File: src/rtl/card_info_pkg.sv
package card_info_pkg;

   // Register selects on the request port
   localparam logic [1:0] SEL_CSD  = 2'h0;
   localparam logic [1:0] SEL_RCA  = 2'h1;
   localparam logic [1:0] SEL_CFG  = 2'h2;

   // Card-specific data field positions (low bit of each field)
   localparam int CSD_CRC_LO   = 1;
   localparam int CSD_TMP_BIT  = 12;
   localparam int CSD_PERM_BIT = 13;
   localparam int CSD_COPY_BIT = 14;
   localparam int CSD_FFG_BIT  = 15;
   localparam int CSD_FF_LO    = 10;

   // Shipped card-specific data fields
   localparam logic [1:0]  CSD_LAYOUT     = 2'h0;
   localparam logic [7:0]  ACCESS_TIME    = 8'h2d;  // 2.0 x 100 us
   localparam logic [2:0]  ACCESS_UNIT    = 3'h5;   // 100 us
   localparam logic [3:0]  ACCESS_MANT    = 4'h5;   // 2.0
   localparam logic [7:0]  ACCESS_CYCLES  = 8'h00;  // units of 100 clocks
   localparam logic [2:0]  RATE_UNIT      = 3'h2;   // 10 Mbit/s
   localparam logic [3:0]  RATE_MANT      = 4'h6;   // 2.5
   localparam logic [11:0] CLASS_MASK     = 12'h1b5;
   localparam logic [3:0]  BLOCK_LEN_CODE = 4'h9;   // 512 bytes
   localparam logic        PART_READ      = 1'h1;
   localparam logic        WR_CROSS       = 1'h0;
   localparam logic        RD_CROSS       = 1'h0;
   localparam logic        DRV_STAGE      = 1'h0;
   localparam logic [11:0] SIZE_FIELD     = 12'hf59;
   localparam logic [2:0]  CUR_LOW_CODE   = 3'h7;   // 100 mA
   localparam logic [2:0]  CUR_HIGH_CODE  = 3'h6;   // 80 mA
   localparam logic [2:0]  SIZE_MULT_CODE = 3'h7;
   localparam logic        BLK_ERASE_OK   = 1'h1;
   localparam logic [6:0]  SECTOR_BLOCKS  = 7'h7f;  // 128 blocks
   localparam logic [6:0]  GROUP_SECTORS  = 7'h00;  // one sector
   localparam logic        GROUP_PRESENT  = 1'h0;
   localparam logic [2:0]  WRITE_MULTIPLE = 3'h5;   // x32
   localparam logic        PART_WRITE     = 1'h0;
   localparam logic [6:0]  CRC_DEFAULT    = 7'h00;  // arbitrary until programmed
   localparam logic [15:0] RCA_RESET      = 16'h0000;

   // Configuration register fields
   localparam logic [3:0]  CFG_LAYOUT   = 4'h0;
   localparam logic [3:0]  CFG_SPEC     = 4'h0;
   localparam logic        CFG_ERASED   = 1'h1;
   localparam logic [2:0]  CFG_SECURITY = 3'h2;
   localparam logic [3:0]  CFG_WIDTHS   = 4'h5;
   localparam logic [31:0] MAKER_WORD   = 32'h00000000;  // arbitrary value

   // Host request carrier
   typedef struct packed {
      logic         rd;
      logic         wr;
      logic [1:0]   sel;
      logic [127:0] data;
   } req_t;

   // Protection state toward the memory core
   typedef struct packed {
      logic write_block;
      logic perm;
      logic temp;
   } prot_t;

endpackage

File: src/rtl/card_info_regs.sv
`timescale 1ns/1ps
// Operation
// - Access time: unit bits 2:0, mantissa 6:3
// - Clocked access part in 100-cycle units, zero
// - Rate field unit and mantissa, 25 Mbit/s
// - Command classes 0,2,4,5,7,8 advertised
// - Read block code 9, equals write code
// - Partial read flag reads one
// - Misaligned write and read flags read zero
// - Capacity from size, multiplier, block length
// - Low-supply current codes report 100 mA
// - High-supply current codes report 80 mA
// - Single-block erase flag reads one
// - Erase sector is 128 write blocks
// - Protect group size is value plus one
// - Protect group feature reads absent
// - Write time multiple code five, x32
// - Partial write flag reads zero
// - File format group and code 0,0
// - Copy and permanent bits program once; refuse
// - Temporary protect rewritable, blocks writes, resets 0
// - Writable 16-bit address, no driver stage
// - Configuration register fixed field values
module card_info_regs (
   input  wire logic                 MCLK,
   input  wire logic                 SYS_RST,
   input  wire card_info_pkg::req_t  REQ,
   output logic [127:0]              RDATA,
   output logic                      RVALID,
   output card_info_pkg::prot_t      PROT,
   output logic [39:0]               CAPACITY_BYTES
);

   // Writable card-specific state
   logic        ffg_q, copy_q, perm_q, tmp_q;
   logic        ffg_d, copy_d, perm_d, tmp_d;
   logic [1:0]  ff_q, ff_d;
   logic [6:0]  crc_q, crc_d;
   logic [15:0] rca_q, rca_d;
   logic [127:0] rdata_q, rdata_d;
   logic        rvalid_q;

   // Decode of host requests
   wire         wr_csd   = REQ.wr && (REQ.sel == card_info_pkg::SEL_CSD);
   wire         wr_rca   = REQ.wr && (REQ.sel == card_info_pkg::SEL_RCA);
   wire [127:0] wd       = REQ.data;

   // Once-only bits: a 1 sticks, a 0 write cannot undo it
   assign copy_d = copy_q | (wr_csd & wd[card_info_pkg::CSD_COPY_BIT]);
   assign perm_d = perm_q | (wr_csd & wd[card_info_pkg::CSD_PERM_BIT]);
   // Format fields are once-programmable; frozen after first nonzero write
   wire         fmt_locked = ffg_q | (ff_q != 2'h0);
   assign ffg_d = (wr_csd && !fmt_locked) ? wd[card_info_pkg::CSD_FFG_BIT] : ffg_q;
   assign ff_d  = (wr_csd && !fmt_locked) ?
                  wd[card_info_pkg::CSD_FF_LO +: 2] : ff_q;
   assign tmp_d = wr_csd ? wd[card_info_pkg::CSD_TMP_BIT] : tmp_q;
   // Checksum is taken as given; host must recompute it
   assign crc_d = wr_csd ? wd[card_info_pkg::CSD_CRC_LO +: 7] : crc_q;
   assign rca_d = wr_rca ? wd[15:0] : rca_q;

   // Card-specific data image; only listed fields take writes
   wire [127:0] csd_img = {
      card_info_pkg::CSD_LAYOUT, 6'h00,
      1'b0, card_info_pkg::ACCESS_MANT, card_info_pkg::ACCESS_UNIT,
      card_info_pkg::ACCESS_CYCLES,
      1'b0, card_info_pkg::RATE_MANT, card_info_pkg::RATE_UNIT,
      card_info_pkg::CLASS_MASK,
      card_info_pkg::BLOCK_LEN_CODE,
      card_info_pkg::PART_READ,
      card_info_pkg::WR_CROSS, card_info_pkg::RD_CROSS,
      card_info_pkg::DRV_STAGE, 2'h0,
      card_info_pkg::SIZE_FIELD,
      card_info_pkg::CUR_LOW_CODE, card_info_pkg::CUR_HIGH_CODE,
      card_info_pkg::CUR_LOW_CODE, card_info_pkg::CUR_HIGH_CODE,
      card_info_pkg::SIZE_MULT_CODE,
      card_info_pkg::BLK_ERASE_OK,
      card_info_pkg::SECTOR_BLOCKS,
      card_info_pkg::GROUP_SECTORS,
      card_info_pkg::GROUP_PRESENT, 2'h0,
      card_info_pkg::WRITE_MULTIPLE,
      card_info_pkg::BLOCK_LEN_CODE,
      card_info_pkg::PART_WRITE, 5'h00,
      ffg_q, copy_q, perm_q, tmp_q, ff_q, 2'h0,
      crc_q, 1'b1};

   // Configuration image, maker word fixed
   wire [63:0]  cfg_img = {card_info_pkg::CFG_LAYOUT, card_info_pkg::CFG_SPEC,
                           card_info_pkg::CFG_ERASED, card_info_pkg::CFG_SECURITY,
                           card_info_pkg::CFG_WIDTHS, 16'h0000,
                           card_info_pkg::MAKER_WORD};

   // Read mux; an unknown select reads zero
   always_comb begin
      case (REQ.sel)
         card_info_pkg::SEL_CSD: rdata_d = csd_img;
         card_info_pkg::SEL_RCA: rdata_d = {112'h0, rca_q};
         card_info_pkg::SEL_CFG: rdata_d = {64'h0, cfg_img};
         default:                rdata_d = 128'h0;
      endcase
   end

   // Capacity = (size+1) << (mult+2) << block code
   wire [5:0]   cap_shift = 6'(card_info_pkg::SIZE_MULT_CODE) + 6'h2 +
                            6'(card_info_pkg::BLOCK_LEN_CODE);
   assign CAPACITY_BYTES = (40'(card_info_pkg::SIZE_FIELD) + 40'h1) << cap_shift;

   // Either protect bit refuses writes and erases
   assign PROT.perm        = perm_q;
   assign PROT.temp        = tmp_q;
   assign PROT.write_block = perm_q | tmp_q;

   assign RDATA  = rdata_q;
   assign RVALID = rvalid_q;

   // State registers
   always_ff @(posedge MCLK or posedge SYS_RST) begin
      if (SYS_RST) begin
         {ffg_q, copy_q, perm_q, tmp_q, ff_q} <= 6'h00;
         crc_q    <= card_info_pkg::CRC_DEFAULT;
         rca_q    <= card_info_pkg::RCA_RESET;
         rdata_q  <= 128'h0;
         rvalid_q <= 1'b0;
      end else begin
         {ffg_q, copy_q, perm_q, tmp_q, ff_q} <= {ffg_d, copy_d, perm_d, tmp_d, ff_d};
         crc_q    <= crc_d;
         rca_q    <= rca_d;
         rdata_q  <= REQ.rd ? rdata_d : rdata_q;
         rvalid_q <= REQ.rd;
      end
   end

endmodule

File: config.mk
export PLATFORM = sky130hd
export DESIGN_NAME = card_info_regs
export DESIGN_NICKNAME = d
export VERILOG_FILES = /design/src/rtl/card_info_pkg.sv /design/src/rtl/card_info_regs.sv
export SDC_FILE = /design/constraint.sdc
export NUM_CORES = 1
export LEC_CHECK = 0
export BUFFER_PORTS_ARGS = -buffer_cell sky130_fd_sc_hd__buf_2
export CORE_AREA = 5 5 117 119
export CTS_CLUSTER_DIAMETER = 30
export DETAILED_ROUTE_END_ITERATION = 16
export DIE_AREA = 0 0 122 124
export MAX_ROUTING_LAYER = met4
export PLACE_DENSITY = 0.63
export SETUP_SLACK_MARGIN = 0.02
export SLEW_MARGIN = 20
export SYNTH_ARGS = -nofsm -noshare
export SYNTH_HDL_FRONTEND = slang
export SYNTH_SLANG_ARGS = --single-unit
File: constraint.sdc
create_clock -name MCLK -period 2.5 [get_ports MCLK]
set_clock_uncertainty 0.1 [all_clocks]
set_input_delay 0.5 -clock MCLK [delete_from_list [all_inputs] [get_ports MCLK]]
set_output_delay 0.5 -clock MCLK [all_outputs]
set_load 0.02 [all_outputs]
==> results.yml, run 1 <==
logic_synthesis:
  synth.cell_area_sq_mm: 0.00315
  syn_area_per_cell_sq_um: 11.0
  synth_cell_types: 22
  synth_top_area_share_pct: 38.9
  ys_warn_count: 0
  ys_seq_elements: 49
  yosysSeqAreaShare_pct: 38.9
  synth_area_leader_cell: "dfrtp_1"
  yosys-top-cells-area: "dfrtp_1, buf_4, mux2_2"
  syn_inst: 286
clock_tree:
  clkTransAtPathRegs_ns: 0.06
  clk_latency_ns: 0.28
  cts_made_buffers: 5
  ctsResizeCount: 0
  clockRootBuffer: "clkbuf_16"
  cts.path.max_buffers: 2
  hold_buffers: 0
  post-cts-setup-buffers: 0
  htreeDepth: 2
  numClockSinks: 49
  cts_tree: "done"
layout:
  final_cell_mix: "conb_1, buf_2, dfrtp_1"
  final-instance-count-excl-fill: 505
  multiInputGateArea_sq_mm: 0.00112
  fill_cells: 1312
  post-route-util_pct: 25.7
  seq_area_sq_mm: 0.00123
  layout-drive-gt1-share_pct: 39.9
  diodes: 0
  nNetsFinal: 466
  syn2layout_area_growth_pct: 1.55
  final_common_cell: "conb_1"
detailed_routing:
  wirelength_microns: 5840
  wl_per_cell_microns: 11.6
  drt_pass1_iterations: 4
  viasPerCell: 3.40
  antenna_left: 0
  drt_iter0_drc: 18
  drc: 0
  vias: 1717
setup_path:
  r2r_slack_ns: 1.60
  cp-start-kind: "flip-flop"
  reg2reg_depth: 2
  end_kind: "primary output"
  cp.arrival_ns: 1.19
  cp_max_fo: 46
  crit_path_end: "RDATA[79]"
  critPathRequiredTime_ns: 1.90
  reg2reg_from: "ff_q[0]"
  r2r_end: "ff_q[1]"
  path_class: "flip-flop to primary output"
  cp-startpoint: "RDATA[115]"
global_route:
  overflow: 0
  grt_pass1_wl_microns: 7840
  grt_max_degree: 47
  antenna_found_initial: 0
  grt_use_total_pct: 6.80
  grt_pass1_vias: 1564
timing:
  fin_crit_ns: 1.79
  max_freq_mhz: 558
  finalSetupViolCount: 0
  fin_setup_tns_ns: 0
  setup_ws_ns: 0.709
  tightest_slew_ns: 0.622
  rsz0062_at_grt: "false"
  final_max_slew_viol_count: 0
  max_slew_margin_pct: 58.5
  finalHoldViolCount: 0
  period_share_pct: 71.7
die:
  dieArea_sq_mm: 0.0151
  start_util_pct: 25.3
  rows: 41
  fp.dieH_microns: 124
  ios: 306
  dieWidth_microns: 122
  core_area_sq_mm: 0.0125
placement:
  place_congestion: 0.787
  pre_cts_ws_ns: 0.645
  place_inst: 497
  dpl.hpwl_microns: 4490
  portBuffers: 91
min_path:
  min_path_type: "input port to async pin"
power_and_ir_drop:
  power_w: 0.00233
  p_leak_nw: 1.75
  p_per_area_mw_per_mm2: 726
  peakVddDrop_uv: 562
run:
  maxCapViolations: 0
outcome:
  status: "complete, no violations"
==> report_power, final <==
part	switching (W)	internal [W]
Clock	0.000275	0.000372
Sequential	0.0000881	0.000931
Combinational	0.000431	0.000229
==> state kept, by name (all words and copies together) (netlist names) <==
| register | flops |
|---|---|
| RDATA | 19 |
| RVALID | 1 |
| copy_q | 1 |
| crc_q | 7 |
| ff_q | 2 |
| ffg_q | 1 |
| perm_q | 1 |
| rca_q | 16 |
| tmp_q | 1 |
==> cell type report <==
| class | instances | share of cell area (%) |
|---|---|---|
| clock inverter | 1 | 0.234 |
| sequential | 49 | 38.3 |
| timing repair buffer | 96 | 15.4 |
| inverter | 2 | 0.234 |
| clock buffer | 7 | 4.14 |
| tap | 172 | 6.72 |
| multi-input combinational | 178 | 35.0 |
==> how the worst min path moves through the flow <==
stage                 start  endpoint  slack [ns]  depth (start not counted)
global placement     copy_q    copy_q        0.34                          1
finish              SYS_RST  rca_q[8]        0.08                          2
floorplan            copy_q    copy_q        0.33                          1
CTS                 SYS_RST  rca_q[8]        0.08                          2
global route        SYS_RST  RDATA[9]        0.10                          2
detailed placement   copy_q    copy_q        0.36                          1
==> critical path: stages, from the launching register on <==
cell	delay (ns)
dfrtp_1	0.34
buf_4	0.31
buf_2	0.23
==> Yosys cell counts <==
cell	instances
nor2_1	3
o31ai_1	2
mux2_4	10
clkinv_1	1
buf_4	154
or2_2	1
a31o_2	3
nor2b_1	1
mux2i_1	13
dfrtp_1	49
o21ai_0	1
buf_6	1
nand3b_4	1
inv_1	1
mux2_2	14
nand2_1	3
nor3b_2	1
a21o_1	2
clkbuf_1	2
nand2b_1	5
o2bb2ai_1	16
conb_1	2
==> kinds of logic (layout without fill, tap and decap cells) <==
family	after synthesis	after routing	synth area share, %
other	2	102	0.238
flip-flops	49	49	38.9
AND/OR/NAND/NOR	15	15	3.13
AO/OA/AOI/OAI	24	24	6.39
multiplexers	37	37	13.9
buffers and inverters	159	106	37.5
==> stage by stage <==
stage / area (sq um) / hold slack (ns)
2_1_floorplan: 3530 / 0.327
3_3_place_gp: 3060 / 0.341
3_5_place_dp: 3060 / 0.361
4_1_cts: 3200 / 0.0844
5_1_grt: 3200 / 0.101
6_report: 3200 / 0.0756
==> layer usage <==
metal / vias to the layer above / GRT usage (%) / wire, microns
li1: 772 / - / -
met4: 0 / 2.45 / 75
met3: 6 / 2.32 / 863
met1: 810 / 7.29 / 2100
met5: - / - / 0
met2: 129 / 11.7 / 2810
(Power assumes the default switching activity.)
==> inputs of run 2 (changes only) <==
--- a/config.mk
+++ b/config.mk
@@ -5,13 +5,14 @@
 export SDC_FILE = /design/constraint.sdc
 export NUM_CORES = 1
 export LEC_CHECK = 0
+export ABC_AREA = 1
 export BUFFER_PORTS_ARGS = -buffer_cell sky130_fd_sc_hd__buf_2
-export CORE_AREA = 5 5 117 119
+export CORE_AREA = 5 5 115 117
 export CTS_CLUSTER_DIAMETER = 30
 export DETAILED_ROUTE_END_ITERATION = 16
-export DIE_AREA = 0 0 122 124
+export DIE_AREA = 0 0 120 122
 export MAX_ROUTING_LAYER = met4
-export PLACE_DENSITY = 0.63
+export PLACE_DENSITY = 0.65
 export SETUP_SLACK_MARGIN = 0.02
 export SLEW_MARGIN = 20
 export SYNTH_ARGS = -nofsm -noshare
==> constraint.sdc (replaced) <==
create_clock -name MCLK -period 1.82 [get_ports MCLK]
set_clock_uncertainty 0.1 [all_clocks]
set_input_delay 0.364 -clock MCLK [delete_from_list [all_inputs] [get_ports MCLK]]
set_output_delay 0.364 -clock MCLK [all_outputs]
set_load 0.02 [all_outputs]
==> results.yml, run 2 <==
power_and_ir_drop:
  combPwrFrac_pct: 25.6
  p_sw_w: 0.00104
  seqPwrFrac_pct: 44.2
  p_leak_nw: 1.92
  clkPwrFrac_pct: 30.1
  peakVddDrop_uv: 539
  p_per_area_mw_per_mm2: 912
  switching_share_pct: 35.2
  p_int_w: 0.00192
logic_synthesis:
  ys_seq_elements: 49
  synth_ff_type: "dfrtp_1"
  syn_area_per_cell_sq_um: 8.91
  synth_edf_count: 0
  synth_common_cells: "buf_4, nand2_1, dfrtp_1"
  synth_most_common_cell: "buf_4"
  async_flop_share_pct: 100
  synth_top_area_share_pct: 37.7
  syn_inst: 365
  ys_warn_count: 0
  yosys-top-cells-area: "dfrtp_1, buf_4, nand2_1"
  synth_area_leader_cell: "dfrtp_1"
  yosysSeqAreaShare_pct: 37.7
  synth.cell_area_sq_mm: 0.00325
  synth_cell_types: 26
global_route:
  antenna_found_initial: 1
  grt_use_total_pct: 7.76
  grtUsageMet1_pct: 9.42
  met2_usage_pct: 12.8
  grt_max_degree: 48
  grt-busiest-layer: "met2"
  grt_pass1_vias: 1615
  overflow: 0
  use_met3_pct: 2.18
  grt_pass1_wl_microns: 8720
timing:
  period_share_pct: 88.8
  final_max_slew_viol_count: 0
  max_freq_mhz: 619
  rsz0062_at_grt: "false"
  finalSetupViolCount: 0
  finalHoldViolCount: 0
  setup_ws_ns: 0.205
  fin_setup_tns_ns: 0
  fin_crit_ns: 1.62
setup_path:
  reg2reg_depth: 3
  critical_path.max_stage_delay_ns: 0.63
  cp_slowest_cell: "dfrtp_4"
  critPathRequiredTime_ns: 1.36
  crit_family: "flip-flops"
  worst-path-stages: 1
  path_class: "flip-flop to primary output"
  critPathBufInv: 1
  cp.arrival_ns: 1.15
  cp_max_fo: 47
  end_kind: "primary output"
  path_cells: "buf_2"
  cp-start-kind: "flip-flop"
layout:
  fill_cells: 1337
  layout-drive-gt1-share_pct: 34.1
  syn2layout_area_growth_pct: 0.0385
  final_cell_mix: "conb_1, buf_2, nand2_1"
  final_common_cell: "conb_1"
  final-instance-count-excl-fill: 559
  largest_reg_flops: 19
  nNetsFinal: 541
die:
  rows: 41
  dieWidth_microns: 120
  ios: 306
  start_util_pct: 26.5
  fp.dieH_microns: 122
  dieArea_sq_mm: 0.0146
  core_area_sq_mm: 0.0123
detailed_routing:
  vias: 1921
  wirelength_microns: 5930
  drc: 0
  wl_per_cell_microns: 10.6
  drt_iter0_drc: 102
  viasPerCell: 3.44
  antenna_left: 0
  drt_pass1_iterations: 4
placement:
  place_congestion: 0.731
  place_inst: 549
  portBuffers: 91
  pre_cts_ws_ns: 0.353
  dpl.hpwl_microns: 4480
run:
  maxCapViolations: 0
clock_tree:
  cts_made_buffers: 5
  numClockSinks: 49
  clkTransAtPathRegs_ns: 0.06
  clk_latency_ns: 0.28
  clockRootBuffer: "clkbuf_16"
  cts.path.max_buffers: 2
  htreeDepth: 2
  cts_tree: "done"
outcome:
  status: "complete, no violations"
min_path:
  min_path_type: "input port to flip-flop"
  hold_depth: 1
## run 2: cell count changes in the layout (fill, tap and decap cells not counted), sizes merged, moves of 16 or more
cell     before  now
inv           1   23
mux2         24    0
nand2         3   80
nand3         0   18
o21ai         1   26
o2bb2ai      16    0
## run 2: through the flow
stage                     utilization (%)  total power [W]  instance area (sq um)  hold WS, ns
after detailed placement             25.2          0.00210                   3090        0.291
after floorplan                         -          0.00217                   3630        0.295
after CTS                            26.5          0.00301                   3250        0.191
final                                26.5          0.00296                   3250        0.197
after global placement               25.2          0.00209                   3090        0.287
after global routing                 26.5          0.00313                   3250        0.186
## run 2: cell type report
type	count	area (sq um)	share of cell area, %
sequential	49	1230	37.8
multi-input combinational	235	1110	34.3
timing repair buffer	93	485	14.9
tap	150	188	5.77
clock buffer	5	125	3.85
inverter	23	88.8	2.73
clock inverter	3	17.5	0.539
antenna	1	2.50	0.0770
## run 2: cell families after synthesis
family	count (synthesis)	share of synthesized area, %
buffers and inverters	181	39.5
AO/OA/AOI/OAI	29	5.74
flip-flops	49	37.7
AND/OR/NAND/NOR	104	16.8
other	2	0.231
## run 2: repair_timing
action / CTS / global route
endpoints found under the hold margin: 17 / 0
endpoints found under the setup margin: 0 / 46
gates resized for setup: 0 / 1
hold buffers: 1 / 0
buffers inserted: 0 / 0
## run 2: worst reg2reg max path, delay by kind of cell (launching register included)
family / cells / cell delay [ns]
simple gates: 3 / 0.48
flops: 1 / 0.40
## run 2: metal layers
metal	vias to the layer above	share of wire [%]
met2	111	49
li1	958	-
met4	0	0.62
met5	-	0
met1	848	41
met3	4	9.7
## run 2: path summary, 6_finish.rpt
kind / startpoint / to / slack (ns)
max in group asynchronous: SYS_RST / rca_q[2] / 0.59
min in group asynchronous: SYS_RST / RVALID / 0.52
worst max-delay path: RDATA[115] / RDATA[73] / 0.20
worst min-delay path: REQ[131] / RVALID / 0.20
worst min register to register: crc_q[1] / RDATA[2] / 0.38
worst max register to register: ff_q[1] / ff_q[0] / 0.79
## run 2: power by group through the flow
stage,sequential (W),combinational (W),clock (W)
3_5_place_dp,0.00133,0.000766,0
6_report,0.00131,0.000760,0.000893
2_1_floorplan,0.00138,0.000787,0
4_1_cts,0.00131,0.000769,0.000930
5_1_grt,0.00133,0.000831,0.000965
3_3_place_gp,0.00133,0.000760,0
==> inputs of run 3 (changes only) <==
--- a/config.mk
+++ b/config.mk
@@ -7,12 +7,12 @@
 export LEC_CHECK = 0
 export ABC_AREA = 1
 export BUFFER_PORTS_ARGS = -buffer_cell sky130_fd_sc_hd__buf_2
-export CORE_AREA = 5 5 115 117
+export CORE_AREA = 5 5 117 119
 export CTS_CLUSTER_DIAMETER = 30
 export DETAILED_ROUTE_END_ITERATION = 16
-export DIE_AREA = 0 0 120 122
+export DIE_AREA = 0 0 122 124
 export MAX_ROUTING_LAYER = met4
-export PLACE_DENSITY = 0.65
+export PLACE_DENSITY = 0.66
 export SETUP_SLACK_MARGIN = 0.02
 export SLEW_MARGIN = 20
 export SYNTH_ARGS = -nofsm -noshare
==> constraint.sdc (replaced) <==
create_clock -name MCLK -period 1.45 [get_ports MCLK]
set_clock_uncertainty 0.1 [all_clocks]
set_input_delay 0.29 -clock MCLK [delete_from_list [all_inputs] [get_ports MCLK]]
set_output_delay 0.29 -clock MCLK [all_outputs]
set_load 0.02 [all_outputs]
==> results.yml, run 3 (synthesized netlist as in run 2, its figures left out) <==
outcome:
  status: "finished, violations left"
  violations: "negative setup slack"
setup_path:
  path_class: "flip-flop to primary output"
  cp_max_fo: 23
  critPathRequiredTime_ns: 1.06
  cp.arrival_ns: 1.11
  end_kind: "primary output"
  r2r_slack_ns: 0.41
  reg2reg_depth: 3
  r2r_end: "ff_q[1]"
  reg2reg_from: "ff_q[1]"
  cp-start-kind: "flip-flop"
placement:
  dpl.hpwl_microns: 4920
  place_congestion: 0.714
  pre_cts_ws_ns: 0.0704
  portBuffers: 91
timing:
  period_share_pct: 103
  hold_ws_ns: 0.114
  finalHoldViolCount: 0
  max_freq_mhz: 668
  fin_crit_ns: 1.50
  setup_ws_ns: -0.0478
  finalSetupViolCount: 46
  final_max_slew_viol_count: 0
  rsz0062_at_grt: "true"
  fin_setup_tns_ns: -1.99
layout:
  fill_cells: 1363
  final_common_cell: "conb_1"
  diodes: 0
  nNetsFinal: 553
  final_cell_mix: "conb_1, buf_2, nand2_1"
  largest_reg_flops: 19
  layout-drive-gt1-share_pct: 35.7
  syn2layout_area_growth_pct: 6.74
  post-route-util_pct: 27.8
detailed_routing:
  wl_per_cell_microns: 11.0
  vias: 1967
  wirelength_microns: 6500
  drc: 0
  antenna_left: 0
  drt_iter0_drc: 102
  viasPerCell: 3.32
  drt_pass1_iterations: 4
clock_tree:
  clk_latency_ns: 0.28
  cts_made_buffers: 5
  htreeDepth: 2
  cts_tree: "done"
  cts.path.max_buffers: 2
  numClockSinks: 49
  clkTransAtPathRegs_ns: 0.06
  clockRootBuffer: "clkbuf_16"
min_path:
  min_path_type: "input port to flip-flop"
  worstHoldStart: "REQ[131]"
  hold_depth: 1
  hold_end: "RVALID"
power_and_ir_drop:
  p_per_area_mw_per_mm2: 1160
  peakVddDrop_uv: 748
  p_leak_nw: 2.01
die:
  dieWidth_microns: 122
  dieArea_sq_mm: 0.0151
  core_area_sq_mm: 0.0125
  rows: 41
  fp.dieH_microns: 124
  ios: 306
  start_util_pct: 26.1
global_route:
  grt_use_total_pct: 8.07
  grt_max_degree: 30
  grt_pass1_vias: 1707
  overflow: 0
  grt_pass1_wl_microns: 9290
  antenna_found_initial: 0
run:
  maxCapViolations: 0
run 3: stage by stage:
| stage | instances | power [W] | instance area, sq um |
|---|---|---|---|
| after global routing | 592 | 0.00422 | 3470 |
| after floorplan | 465 | 0.00272 | 3630 |
| after detailed placement | 578 | 0.00266 | 3200 |
| after global placement | 578 | 0.00265 | 3200 |
| final | 592 | 0.00402 | 3470 |
| after CTS | 592 | 0.00406 | 3460 |
run 3: worst max-delay path by stage:
stage	cells after the start	to	startpoint	slack, ns
3_5_place_dp	1	RDATA[117]	RDATA[115]	0.07
6_report	2	RDATA[26]	RDATA[115]	-0.05
4_1_cts	2	RDATA[47]	RDATA[115]	-0.06
2_1_floorplan	1	RDATA[100]	RDATA[115]	0.04
5_1_grt	2	RDATA[54]	RDATA[115]	-0.09
3_3_place_gp	1	RDATA[46]	RDATA[115]	0.1
run 3: timing repair:
item | CTS | global route
setup buffers | 5 | 0
hold buffers | 1 | 0
setup endpoints to repair | 47 | 47
endpoints found under the hold margin | 15 | 0
gates resized for setup | 11 | 3
run 3: cell type report:
| cell class | instances | area [sq um] | area share, % |
|---|---|---|---|
| Clock buffer | 7 | 143 | 4.11 |
| Multi-Input combinational cell | 235 | 1120 | 32.2 |
| Inverter | 23 | 92.6 | 2.67 |
| Tap cell | 172 | 215 | 6.20 |
| Timing Repair Buffer | 105 | 642 | 18.5 |
| Sequential cell | 49 | 1230 | 35.4 |
| Clock inverter | 1 | 30.0 | 0.865 |
run 3: report_power, final:
| part | leakage, nW | internal [W] | switching [W] |
|---|---|---|---|
| Clock | 0.0841 | 0.000862 | 0.000478 |
| Sequential | 0.603 | 0.00154 | 0.0000961 |
| Combinational | 1.32 | 0.000293 | 0.000754 |
| Total | 2.01 | 0.00269 | 0.00133 |
run 3: critical path: stages (launching register included):
cell     delay, ns
dfrtp_4       0.50
buf_12        0.16
buf_2         0.16
run 3: per-layer routing:
layer	vias up	track usage, %	routed length (microns)
met4	0	2.73	87
met2	109	12.9	3080
met5	-	-	0
met3	8	1.32	602
met1	874	10.5	2740
li1	976	-	-
